`config.mk`:
```
export PLATFORM = sky130hd
export DESIGN_NAME = ppc_port_power
export DESIGN_NICKNAME = d
export VERILOG_FILES = /design/src/design/ppc_pkg.sv /design/src/design/ppc_port_power.sv
export SDC_FILE = /design/constraint.sdc
export NUM_CORES = 1
export LEC_CHECK = 0
export BUFFER_PORTS_ARGS = -buffer_cell sky130_fd_sc_hd__buf_2
export CORE_MARGIN = 5
export CORE_UTILIZATION = 64
export CTS_CLUSTER_SIZE = 24
export DETAILED_ROUTE_END_ITERATION = 6
export PLACE_DENSITY = 0.93
export REMOVE_ABC_BUFFERS = 1
export SLEW_MARGIN = 20
export SYNTH_ARGS = -nofsm -noshare
export SYNTH_HDL_FRONTEND = slang
export SYNTH_SLANG_ARGS = --single-unit
```
`constraint.sdc`:
```
create_clock -name clock -period 5.1 [get_ports clock]
set_input_delay 0.255 -clock clock [delete_from_list [all_inputs] [get_ports clock]]
set_output_delay 0.255 -clock clock [all_outputs]
set_load 0.01 [all_outputs]
```
`src/design/ppc_pkg.sv`:
```
// package of constants for the downstream port power control block
package ppc_pkg;
    localparam int NUM_PORTS = 3;
    localparam int FIRST_PORT = 2;
    localparam int FILT_W = 16;
    // over-current must stay low this long before it counts
    localparam int OC_FILTER_NS = 1000;
    localparam int CLK_PERIOD_NS = 10;
    localparam logic [FILT_W-1:0] OC_FILTER_CYCLES = FILT_W'((OC_FILTER_NS + CLK_PERIOD_NS - 1) / CLK_PERIOD_NS);
    localparam logic [FILT_W-1:0] FILT_RESET = 16'h0000;
    localparam logic PORT_POWER_RESET = 1'b0;
endpackage : ppc_pkg

```
`src/design/ppc_port_power.sv`:
```
// per-port power enable and filtered over-current sense for downstream ports 2 to 4
//
// Contract
// - One shared power-enable and over-current-sense pin exists for each of downstream ports 2, 3 and 4.
// - A port whose power is off has its pin actively driven to logic 0.
// - The internal pull-up of a pin is switched off while that pin is driven low.
// - A powered port has its driver released and its pull-up on, so the pin is open drain and idles high.
// - The outside switch or fuse pulls the pin low on over-current, which the device reads as over-current while powered.
// - The sense input is evaluated only while the output driver is off.
// - The sense input is filtered so short low levels, such as power-up sag, are not reported.
`timescale 1ns/1ps
`default_nettype none
module ppc_port_power
    import ppc_pkg::*;
(
    // clock and reset
    input wire logic clock,
    input wire logic reset,
    // hub control side
    input wire logic [NUM_PORTS-1:0] portPowerOn,
    input wire logic [NUM_PORTS-1:0] overcurrentClear,
    input wire logic [FILT_W-1:0] filterCycles,
    output logic [NUM_PORTS-1:0] overcurrentFlag,
    output logic [NUM_PORTS-1:0] overcurrentEvent,
    // pins: bit 0 is port 2, bit 2 is port 4
    input wire logic [NUM_PORTS-1:0] portPowerCtlPinIn,
    output logic [NUM_PORTS-1:0] portPowerCtlPinOut,
    output logic [NUM_PORTS-1:0] portPowerCtlPinOe,
    output logic [NUM_PORTS-1:0] portPowerCtlPullupEn
);

    ////////////////////////////////////////////////////////////////////////////
    genvar p;
    generate
        for (p = 0; p < NUM_PORTS; p++) begin : g_port
            logic powerOn_q;
            logic senseMeta_q;
            logic senseSync_q;
            logic [FILT_W-1:0] lowCount_q;
            logic [FILT_W-1:0] lowCount_d;
            logic flag_q;
            logic senseLow;
            logic filterDone;
            logic newEvent;

            // registered so pin drive never glitches with the control input
            always_ff @(posedge clock) begin
                if (reset) begin
                    powerOn_q <= PORT_POWER_RESET;
                end else begin
                    powerOn_q <= portPowerOn[p];
                end
            end

            assign portPowerCtlPinOut[p] = 1'b0;
            assign portPowerCtlPinOe[p] = ~powerOn_q;
            assign portPowerCtlPullupEn[p] = powerOn_q;

            // two-stage synchroniser on the schmitt input
            always_ff @(posedge clock) begin
                if (reset) begin
                    senseMeta_q <= 1'b1;
                    senseSync_q <= 1'b1;
                end else begin
                    senseMeta_q <= portPowerCtlPinIn[p];
                    senseSync_q <= senseMeta_q;
                end
            end

            // low only counts while the driver is released
            assign senseLow = ~senseSync_q & powerOn_q;
            // zero threshold treated as one so a flag never fires on reset
            assign filterDone = (lowCount_q >= filterCycles) && (lowCount_q != 16'h0000);
            assign lowCount_d = !senseLow ? FILT_RESET : (filterDone ? lowCount_q : lowCount_q + 16'h0001);
            assign newEvent = filterDone & ~flag_q;

            always_ff @(posedge clock) begin
                if (reset) begin
                    lowCount_q <= FILT_RESET;
                end else begin
                    lowCount_q <= lowCount_d;
                end
            end

            // set wins over clear in the same cycle
            always_ff @(posedge clock) begin
                if (reset) begin
                    flag_q <= 1'b0;
                end else if (filterDone) begin
                    flag_q <= 1'b1;
                end else if (overcurrentClear[p]) begin
                    flag_q <= 1'b0;
                end
            end

            always_ff @(posedge clock) begin
                if (reset) begin
                    overcurrentEvent[p] <= 1'b0;
                end else begin
                    overcurrentEvent[p] <= newEvent;
                end
            end

            assign overcurrentFlag[p] = flag_q;
        end
    endgenerate

endmodule : ppc_port_power
`default_nettype wire

```
==> run_results.csv, run 1 <==
group,metric,value,unit
status,status,"finished, final reports clean",
clock_network,clk_pin_slew,0.08,ns
logic_synthesis,synth_seq_cells,63,
cells_and_area,nets,590,
die,die_h,89.4,um
clock_network,post-cts-setup-buffers,0,
worst_setup_path,cp.arrival,3.19,ns
place,dp_hpwl,7.55,mm
global_route,antenna_found_initial,0,
sta,tightest_slew,1.13,ns
pwr,ir_drop,286,uV
pwr,power.leakage,1.78,nW
die,rows,29,
sta,drv_slew,0,
logic_synthesis,synth_ff_type,"dfxtp_1",
sta,maxSlewHeadroom,0.248,
pwr,seqPwrFrac,0.453,
worst_setup_path,cp.required,5.38,ns
drt,met3_length,850,um
global_route,grt_pass1_vias,3707,
logic_synthesis,syn_avg_cell_area,8.34,um^2
sta,max_freq,344,MHz
clock_network,cts_max_level,3,
worst_setup_path,cp-start-kind,"flip-flop",
logic_synthesis,ys_seq_area_frac,0.312,
global_route,grt_use_total,0.274,
worst_setup_path,cpLargestDelayFamily,"compound AO/OA/AOI/OAI gates",
pwr,switching_share,0.228,
logic_synthesis,synthArstFlopShare,0,
drt,final_antenna_net_count,0,
sta,rsz0062_at_grt,"false",
place,io_buffers,38,
drt,first_pass_iters,7,
worst_setup_path,critPathMaxFanout,32,
cells_and_area,drive_above_1_share,0.144,
sta,setup_tns,0,ns
global_route,grt_pass1_wl,16.8,mm
clock_network,cts_resized,0,
clock_network,ctsHoldBuffers,0,
pwr,clockPowerShare,0.491,
logic_synthesis,yosysWarnings,0,
pwr,power.density,248,mW/mm^2
worst_setup_path,slowest_delay,0.85,ns
clock_network,clock_sinks,63,
drt,drc,0,
pwr,switching_power,0.250,mW
cells_and_area,final_area,0.00441,mm^2
worst_setup_path,crit_buf_inv,1,
job,max-cap-violations,0,
sta,finalHoldViolCount,0,
die,dieArea,0.00800,mm^2
cells_and_area,num_antenna_cells,0,
logic_synthesis,ys_types,48,
clock_network,numCtsBuffers,9,
clock_network,cts_buffer_depth,2,
global_route,gr-total-overflow,0,
hold_path,worstHoldPathType,"input port to flip-flop",
cells_and_area,syn_to_final_growth,9.33,%
worst_setup_path,crit_type,"flip-flop to flip-flop",
clock_network,root_buffer,"clkbuf_8",
logic_synthesis,synthCells,484,
die,initial_utilization,0.647,
global_route,grt_max_degree,33,
drt,routed-wl-met2,5.02,mm
pwr,pwr-share-comb,0.055,
die,ios,42,
sta,fin_crit,2.91,ns
sta,setup_violations,0,
worst_setup_path,cp_slowest_cell,"o22ai_2",
drt,vias,3858,
worst_setup_path,end_kind,"flip-flop",
die,die_w,89.4,um
logic_synthesis,synth_edf_count,0,
sta,period_share,0.571,
sta,timing.hold.ws,0.0764,ns
pwr,total_power,1.10,mW
place,dpl-instance-area,0.00417,mm^2
clock_network,clock_latency,0.35,ns
drt,wl_met1,4.00,mm
drt,via_per_inst,6.53,
drt,drt_iter0_drc,463,
sta,fin_worst_skew,0.00551,ns
worst_setup_path,path_cells,"inv_1, ha_1, nor4b_1, and4_4, or4_1, o22ai_2, o21ai_0, a21oi_1",
die,core_area,0.00624,mm^2
drt,top_layer_used,"met4",
drt,wl_per_cell,17.7,um
pwr,power.internal,0.847,mW
drt,wl,10.5,mm
logic_synthesis,syn-cell-area,0.00404,mm^2
clock_network,cts_tree,"done",
place,gp_congestion,0.886,
layer usage:
metal / GRT usage / vias up
met1: 0.317 / 1749
met4: 0.175 / 0
met2: 0.449 / 229
met3: 0.0710 / 60
met5: 0 / -
li1: - / 1820
sequential cells by signal, summed over array words and instances (netlist names):
name and cells:
g_port.flag_q 3, g_port.powerOn_q 3, g_port.lowCount_q 48, g_port.senseMeta_q 3
g_port.senseSync_q 3, overcurrentEvent 3
layout by cell type, fill, tap and decap left out, types with 2 or more instances in the layout:
master / instances
a21oi_1: 57
and2_1: 4
nand2b_1: 4
nand2_1: 29
nor2_1: 14
a21o_1: 2
xnor2_1: 4
or4_1: 12
o21a_1: 3
o31ai_1: 8
and4_1: 5
clkinv_4: 3
dfxtp_1: 63
nand4_1: 14
nor4b_1: 3
o21ai_0: 36
bufinv_16: 3
nor2b_1: 4
ha_1: 54
clkbuf_8: 9
buf_2: 38
o211ai_1: 3
nor3b_1: 3
or4b_1: 2
conb_1: 3
and3_1: 9
inv_1: 34
or2_2: 8
nand3_1: 20
nor4_1: 6
nor3_1: 7
or3_2: 6
mux2i_1: 3
or3_1: 26
path summary, 6_finish.rpt:
kind         cells after the start                     from                 endpoint  slack, ns
max reg2reg                      8  g_port[0].lowCount_q[1]  g_port[0].lowCount_q[5]       2.19
min reg2reg                      1    g_port[2].senseMeta_q    g_port[2].senseSync_q       0.42
min                              2     portPowerCtlPinIn[0]    g_port[0].senseMeta_q       0.08
max                              8  g_port[0].lowCount_q[1]  g_port[0].lowCount_q[5]       2.19
kinds of logic after synthesis:
| kind of cell | Yosys count | share of synthesized area |
|---|---|---|
| XOR/XNOR | 4 | 0.00868 |
| other | 1 | 0.000929 |
| buffers and inverters | 60 | 0.0719 |
| flip-flops | 63 | 0.312 |
| AND/OR/NAND/NOR | 179 | 0.259 |
| multiplexers | 3 | 0.00744 |
| adder cells (fa/ha/maj) | 54 | 0.167 |
| AO/OA/AOI/OAI | 120 | 0.172 |
stage by stage:
| step | worst slack [ns] | util | std cells |
|---|---|---|---|
| floorplan | 2.68 | - | 460 |
| CTS | 2.26 | 0.707 | 591 |
| detailed placement | 2.30 | 0.668 | 575 |
| finish | 2.19 | 0.707 | 591 |
| global route | 1.98 | 0.707 | 591 |
| global placement | 2.41 | 0.668 | 575 |
layout make-up:
type,count,area [um^2]
repair buffers,38,190
clock inverters,7,121
clock buffers,9,124
well taps,77,96.3
flip-flops and latches,63,1260
multi-input cells,363,2490
inverters,34,128
fillers,465,1830
power by group through the flow:
stage / logic [mW] / clock network (mW) / registers (mW)
floorplan: 0.0323 / 0 / 0.509
global placement: 0.0548 / 0 / 0.508
detailed placement: 0.0592 / 0 / 0.508
CTS: 0.0600 / 0.540 / 0.497
global route: 0.0676 / 0.563 / 0.497
finish: 0.0606 / 0.539 / 0.497
synthesized netlist by cell type (all sizes together) (2+ instances only):
master   instances  area, um^2
dfxtp           63        1260
a21oi           57         285
ha              54         676
o21ai           36         180
inv             34         128
or3             32         208
nand2           29         109
nand3           20         100
buf             15         121
nand4           14        87.6
nor2            14        52.6
or4             12        90.1
clkbuf          11        41.3
and3             9        56.3
o31ai            8        60.1
or2              8        50.1
nor3             7        35.0
and4             6        55.1
nor4             6        37.5
nand2b           5        38.8
and2             4        25.0
nor2b            4        25.0
xnor2            4        35.0
mux2i            3        30.0
nor3b            3        22.5
nor4b            3        26.3
o211ai           3        22.5
o21a             3        22.5
a2111oi          2        23.8
a21o             2        15.0
or4b             2        20.0
Note: power is estimated with default switching activity, not from simulation.
==> run 2: changes to the inputs <==
- ABC_AREA: not set -> 1
- CORE_UTILIZATION: 64 -> 55
- PLACE_DENSITY: 0.93 -> 0.85
- clock period: 5.1 -> 2.62 ns (I/O delays scaled with it)
==> run_results.csv, run 2 <==
group,metric,value,unit
status,status,"finished, final reports clean",
pwr,seqPwrFrac,0.518,
clock_network,root_buffer,"clkbuf_8",
pwr,total_power,1.87,mW
cells_and_area,num_antenna_cells,0,
place,dpl.cell_count,770,
die,dieArea,0.0105,mm^2
sta,rsz0062_at_grt,"false",
pwr,power.internal,1.36,mW
drt,drc,0,
die,die_w,102,um
die,rows,33,
cells_and_area,nets,763,
global_route,gr-total-overflow,0,
clock_network,clock_latency,0.36,ns
logic_synthesis,synth_edf_count,0,
place,dp_hpwl,8.42,mm
sta,finalHoldViolCount,0,
pwr,switching_share,0.273,
sta,tightest_slew,0.674,ns
sta,period_share,0.817,
pwr,power.density,366,mW/mm^2
die,core_area,0.00826,mm^2
logic_synthesis,yosys-top-cells-count,"nand2_1 (132), inv_1 (71), nand3_1 (68)",
worst_setup_path,crit_buf_inv,1,
global_route,grt_pass1_vias,4348,
drt,via_per_inst,5.56,
pwr,clockPowerShare,0.414,
sta,max_freq,467,MHz
worst_setup_path,cpMostUsedCell,"nor2_1",
global_route,antenna_found_initial,0,
place,gp_congestion,0.959,
clock_network,post-cts-setup-buffers,0,
drt,vias,4396,
cells_and_area,regMostFlops,"g_port.lowCount_q",
drt,final_antenna_net_count,0,
sta,fin_crit,2.14,ns
sta,fin_worst_skew,0.0110,ns
logic_synthesis,synth_top_area_frac,0.269,
worst_setup_path,reg2reg_slack,0.48,ns
worst_setup_path,crit_type,"flip-flop to flip-flop",
worst_setup_path,worstRegToRegCells,12,
cells_and_area,final_cell_mix,"nand2_1 (132), inv_1 (71), nand3_1 (68), dfxtp_1 (63), a21oi_1 (62)",
logic_synthesis,syn-cell-area,0.00469,mm^2
hold_path,holdPathEnd,"g_port[1].flag_q",
worst_setup_path,critPathMaxFanout,17,
drt,wl,11.2,mm
global_route,grt_use_total,0.228,
sta,finalWorstSetupSlack,0.479,ns
worst_setup_path,slowest_delay,0.52,ns
cells_and_area,syn_to_final_growth,8.64,%
worst_setup_path,cp_slowest_cell,"dfxtp_1",
logic_synthesis,synthMostInstantiatedCell,"nand2_1",
worst_setup_path,cp.arrival,2.40,ns
logic_synthesis,netlist_top_cells_area,"dfxtp_1 (27%), ha_1 (14%), nand2_1 (11%)",
place,io_buffers,38,
sta,drv_slew,0,
worst_setup_path,path_cells,"ha_1, nand2_1, nor2_1, and2_1, nor2_1, nand2_1, nand2_1, nand2_2, nand2_4, inv_1, nor2_1, nor2_1",
logic_synthesis,synth_seq_cells,63,
logic_synthesis,syn_avg_cell_area,7.25,um^2
logic_synthesis,synthCells,647,
sta,setup_tns,0,ns
pwr,switching_power,0.510,mW
worst_setup_path,cpLargestDelayFamily,"simple AND/OR/NAND/NOR gates",
clock_network,cts_buffer_depth,2,
cells_and_area,layout_commonest_cell,"nand2_1",
worst_setup_path,worstReg2RegEnd,"g_port[0].lowCount_q[1]",
pwr,pwr-share-comb,0.068,
drt,first_pass_iters,5,
pwr,power.leakage,2.21,nW
worst_setup_path,cp-start-kind,"flip-flop",
drt,wl_per_cell,14.2,um
logic_synthesis,ys_seq_area_frac,0.269,
pwr,ir_drop,251,uV
global_route,grt_max_degree,19,
logic_synthesis,synth_ff_type,"dfxtp_1",
die,die_h,102,um
sta,maxSlewHeadroom,0.550,
die,initial_utilization,0.568,
sta,setup_violations,0,
clock_network,clock_sinks,63,
clock_network,numCtsBuffers,9,
place,pre_cts_slack,0.527,ns
global_route,grt_pass1_wl,19.2,mm
die,ios,42,
cells_and_area,utilization,0.617,
worst_setup_path,end_kind,"flip-flop",
logic_synthesis,ys_types,32,
hold_path,whs_path_depth,4,
worst_setup_path,cp.required,2.88,ns
logic_synthesis,yosysTopAreaCell,"dfxtp_1",
hold_path,worstHoldPathType,"input port to flip-flop",
drt,drt_iter0_drc,202,
job,max-cap-violations,0,
hold_path,worstHoldStart,"overcurrentClear[1]",
clock_network,cts_tree,"done",
clock_network,clk_pin_slew,0.08,ns
cells_and_area,drive_above_1_share,0.141,
cells_and_area,instances_no_fill,791,
cells_and_area,largest_reg_flops,48,
worst_setup_path,worst_r2r_startpoint,"g_port[0].lowCount_q[7]",
clock_network,cts_max_level,3,
logic_synthesis,yosysWarnings,0,
logic_synthesis,synthArstFlopShare,0,
==> run 2: cell count changes after synthesis, sizes merged, moves of 12 or more <==
cell,before,now
xor2,0,26
a21oi,57,70
or3,32,0
xnor2,4,16
inv,34,73
nand3,20,69
o21ai,36,6
nand2,29,147
nor3,7,27
or4,12,0
nor2,14,45
==> run 2: routing by layer <==
metal | up-vias | global-route usage | part of all wire | wire, um
met1 | 2038 | 0.275 | 0.43 | 4820
met3 | 27 | 0.0519 | 0.054 | 602
met4 | 0 | 0.0898 | 0.027 | 305
li1 | 2188 | - | - | -
met5 | - | 0 | 0 | 0
met2 | 143 | 0.394 | 0.49 | 5480
==> run 2: what timing repair did <==
item / in CTS / in global routing
hold endpoints to repair: 6 / 0
gates resized for setup: 0 / 0
hold buffers: 6 / 0
==> run 2: worst min-delay path, delay by kind of cell <==
family,cells,cell delay (ns)
AOI/OAI and AO/OA,1,0.06
buffers and inverters,2,0.10
and+or+nand+nor,1,0.04
==> run 2: area by class of cell <==
cell class	count	area, um^2
well taps	105	131
fillers	758	3160
flip-flops and latches	63	1260
inverters	73	274
repair buffers	45	258
clock buffers	9	124
multi-input cells	490	3000
clock inverters	6	47.5
==> run 2: per-stage QoR <==
step | instance area (um^2) | hold WS (ns)
final | 5100 | 0.0199
after global routing | 5100 | 0.0181
after CTS | 5100 | 0.00242
after detailed placement | 4870 | 0.319
after global placement | 4870 | 0.314
after floorplan | 4540 | 0.200
==> run 2: how the worst max path moves through the flow <==
stage	startpoint	end	slack, ns	cells past startpoint
final	g_port[0].lowCount_q[7]	g_port[0].lowCount_q[1]	0.48	12
after global routing	g_port[0].lowCount_q[7]	g_port[0].lowCount_q[1]	0.25	12
after CTS	g_port[0].lowCount_q[7]	g_port[0].lowCount_q[1]	0.52	12
after detailed placement	g_port[0].lowCount_q[7]	g_port[0].lowCount_q[1]	0.53	12
after global placement	g_port[0].lowCount_q[2]	g_port[0].lowCount_q[0]	0.61	12
after floorplan	g_port[0].lowCount_q[7]	g_port[0].lowCount_q[0]	0.83	12
==> run 2: power groups by stage <==
stage	combinational, mW	sequential, mW	clock (mW)
2_1_floorplan	0.0676	0.990	0
3_3_place_gp	0.112	0.989	0
3_5_place_dp	0.119	0.989	0
4_1_cts	0.127	0.967	0.779
5_1_grt	0.146	0.967	0.833
6_report	0.128	0.967	0.773
==> run 2: cell families (layout without fill, tap and decap cells) <==
| family | after synthesis | count (layout) | share of synthesized area |
|---|---|---|---|
| DFF | 63 | 63 | 0.269 |
| AOI/OAI and AO/OA | 77 | 77 | 0.0890 |
| buffers and inverters | 96 | 133 | 0.0930 |
| and+or+nand+nor | 314 | 314 | 0.326 |
| adders and majority gates | 54 | 54 | 0.144 |
| xor gates and xnor gates | 42 | 42 | 0.0784 |
| other | 1 | 3 | 0.000799 |
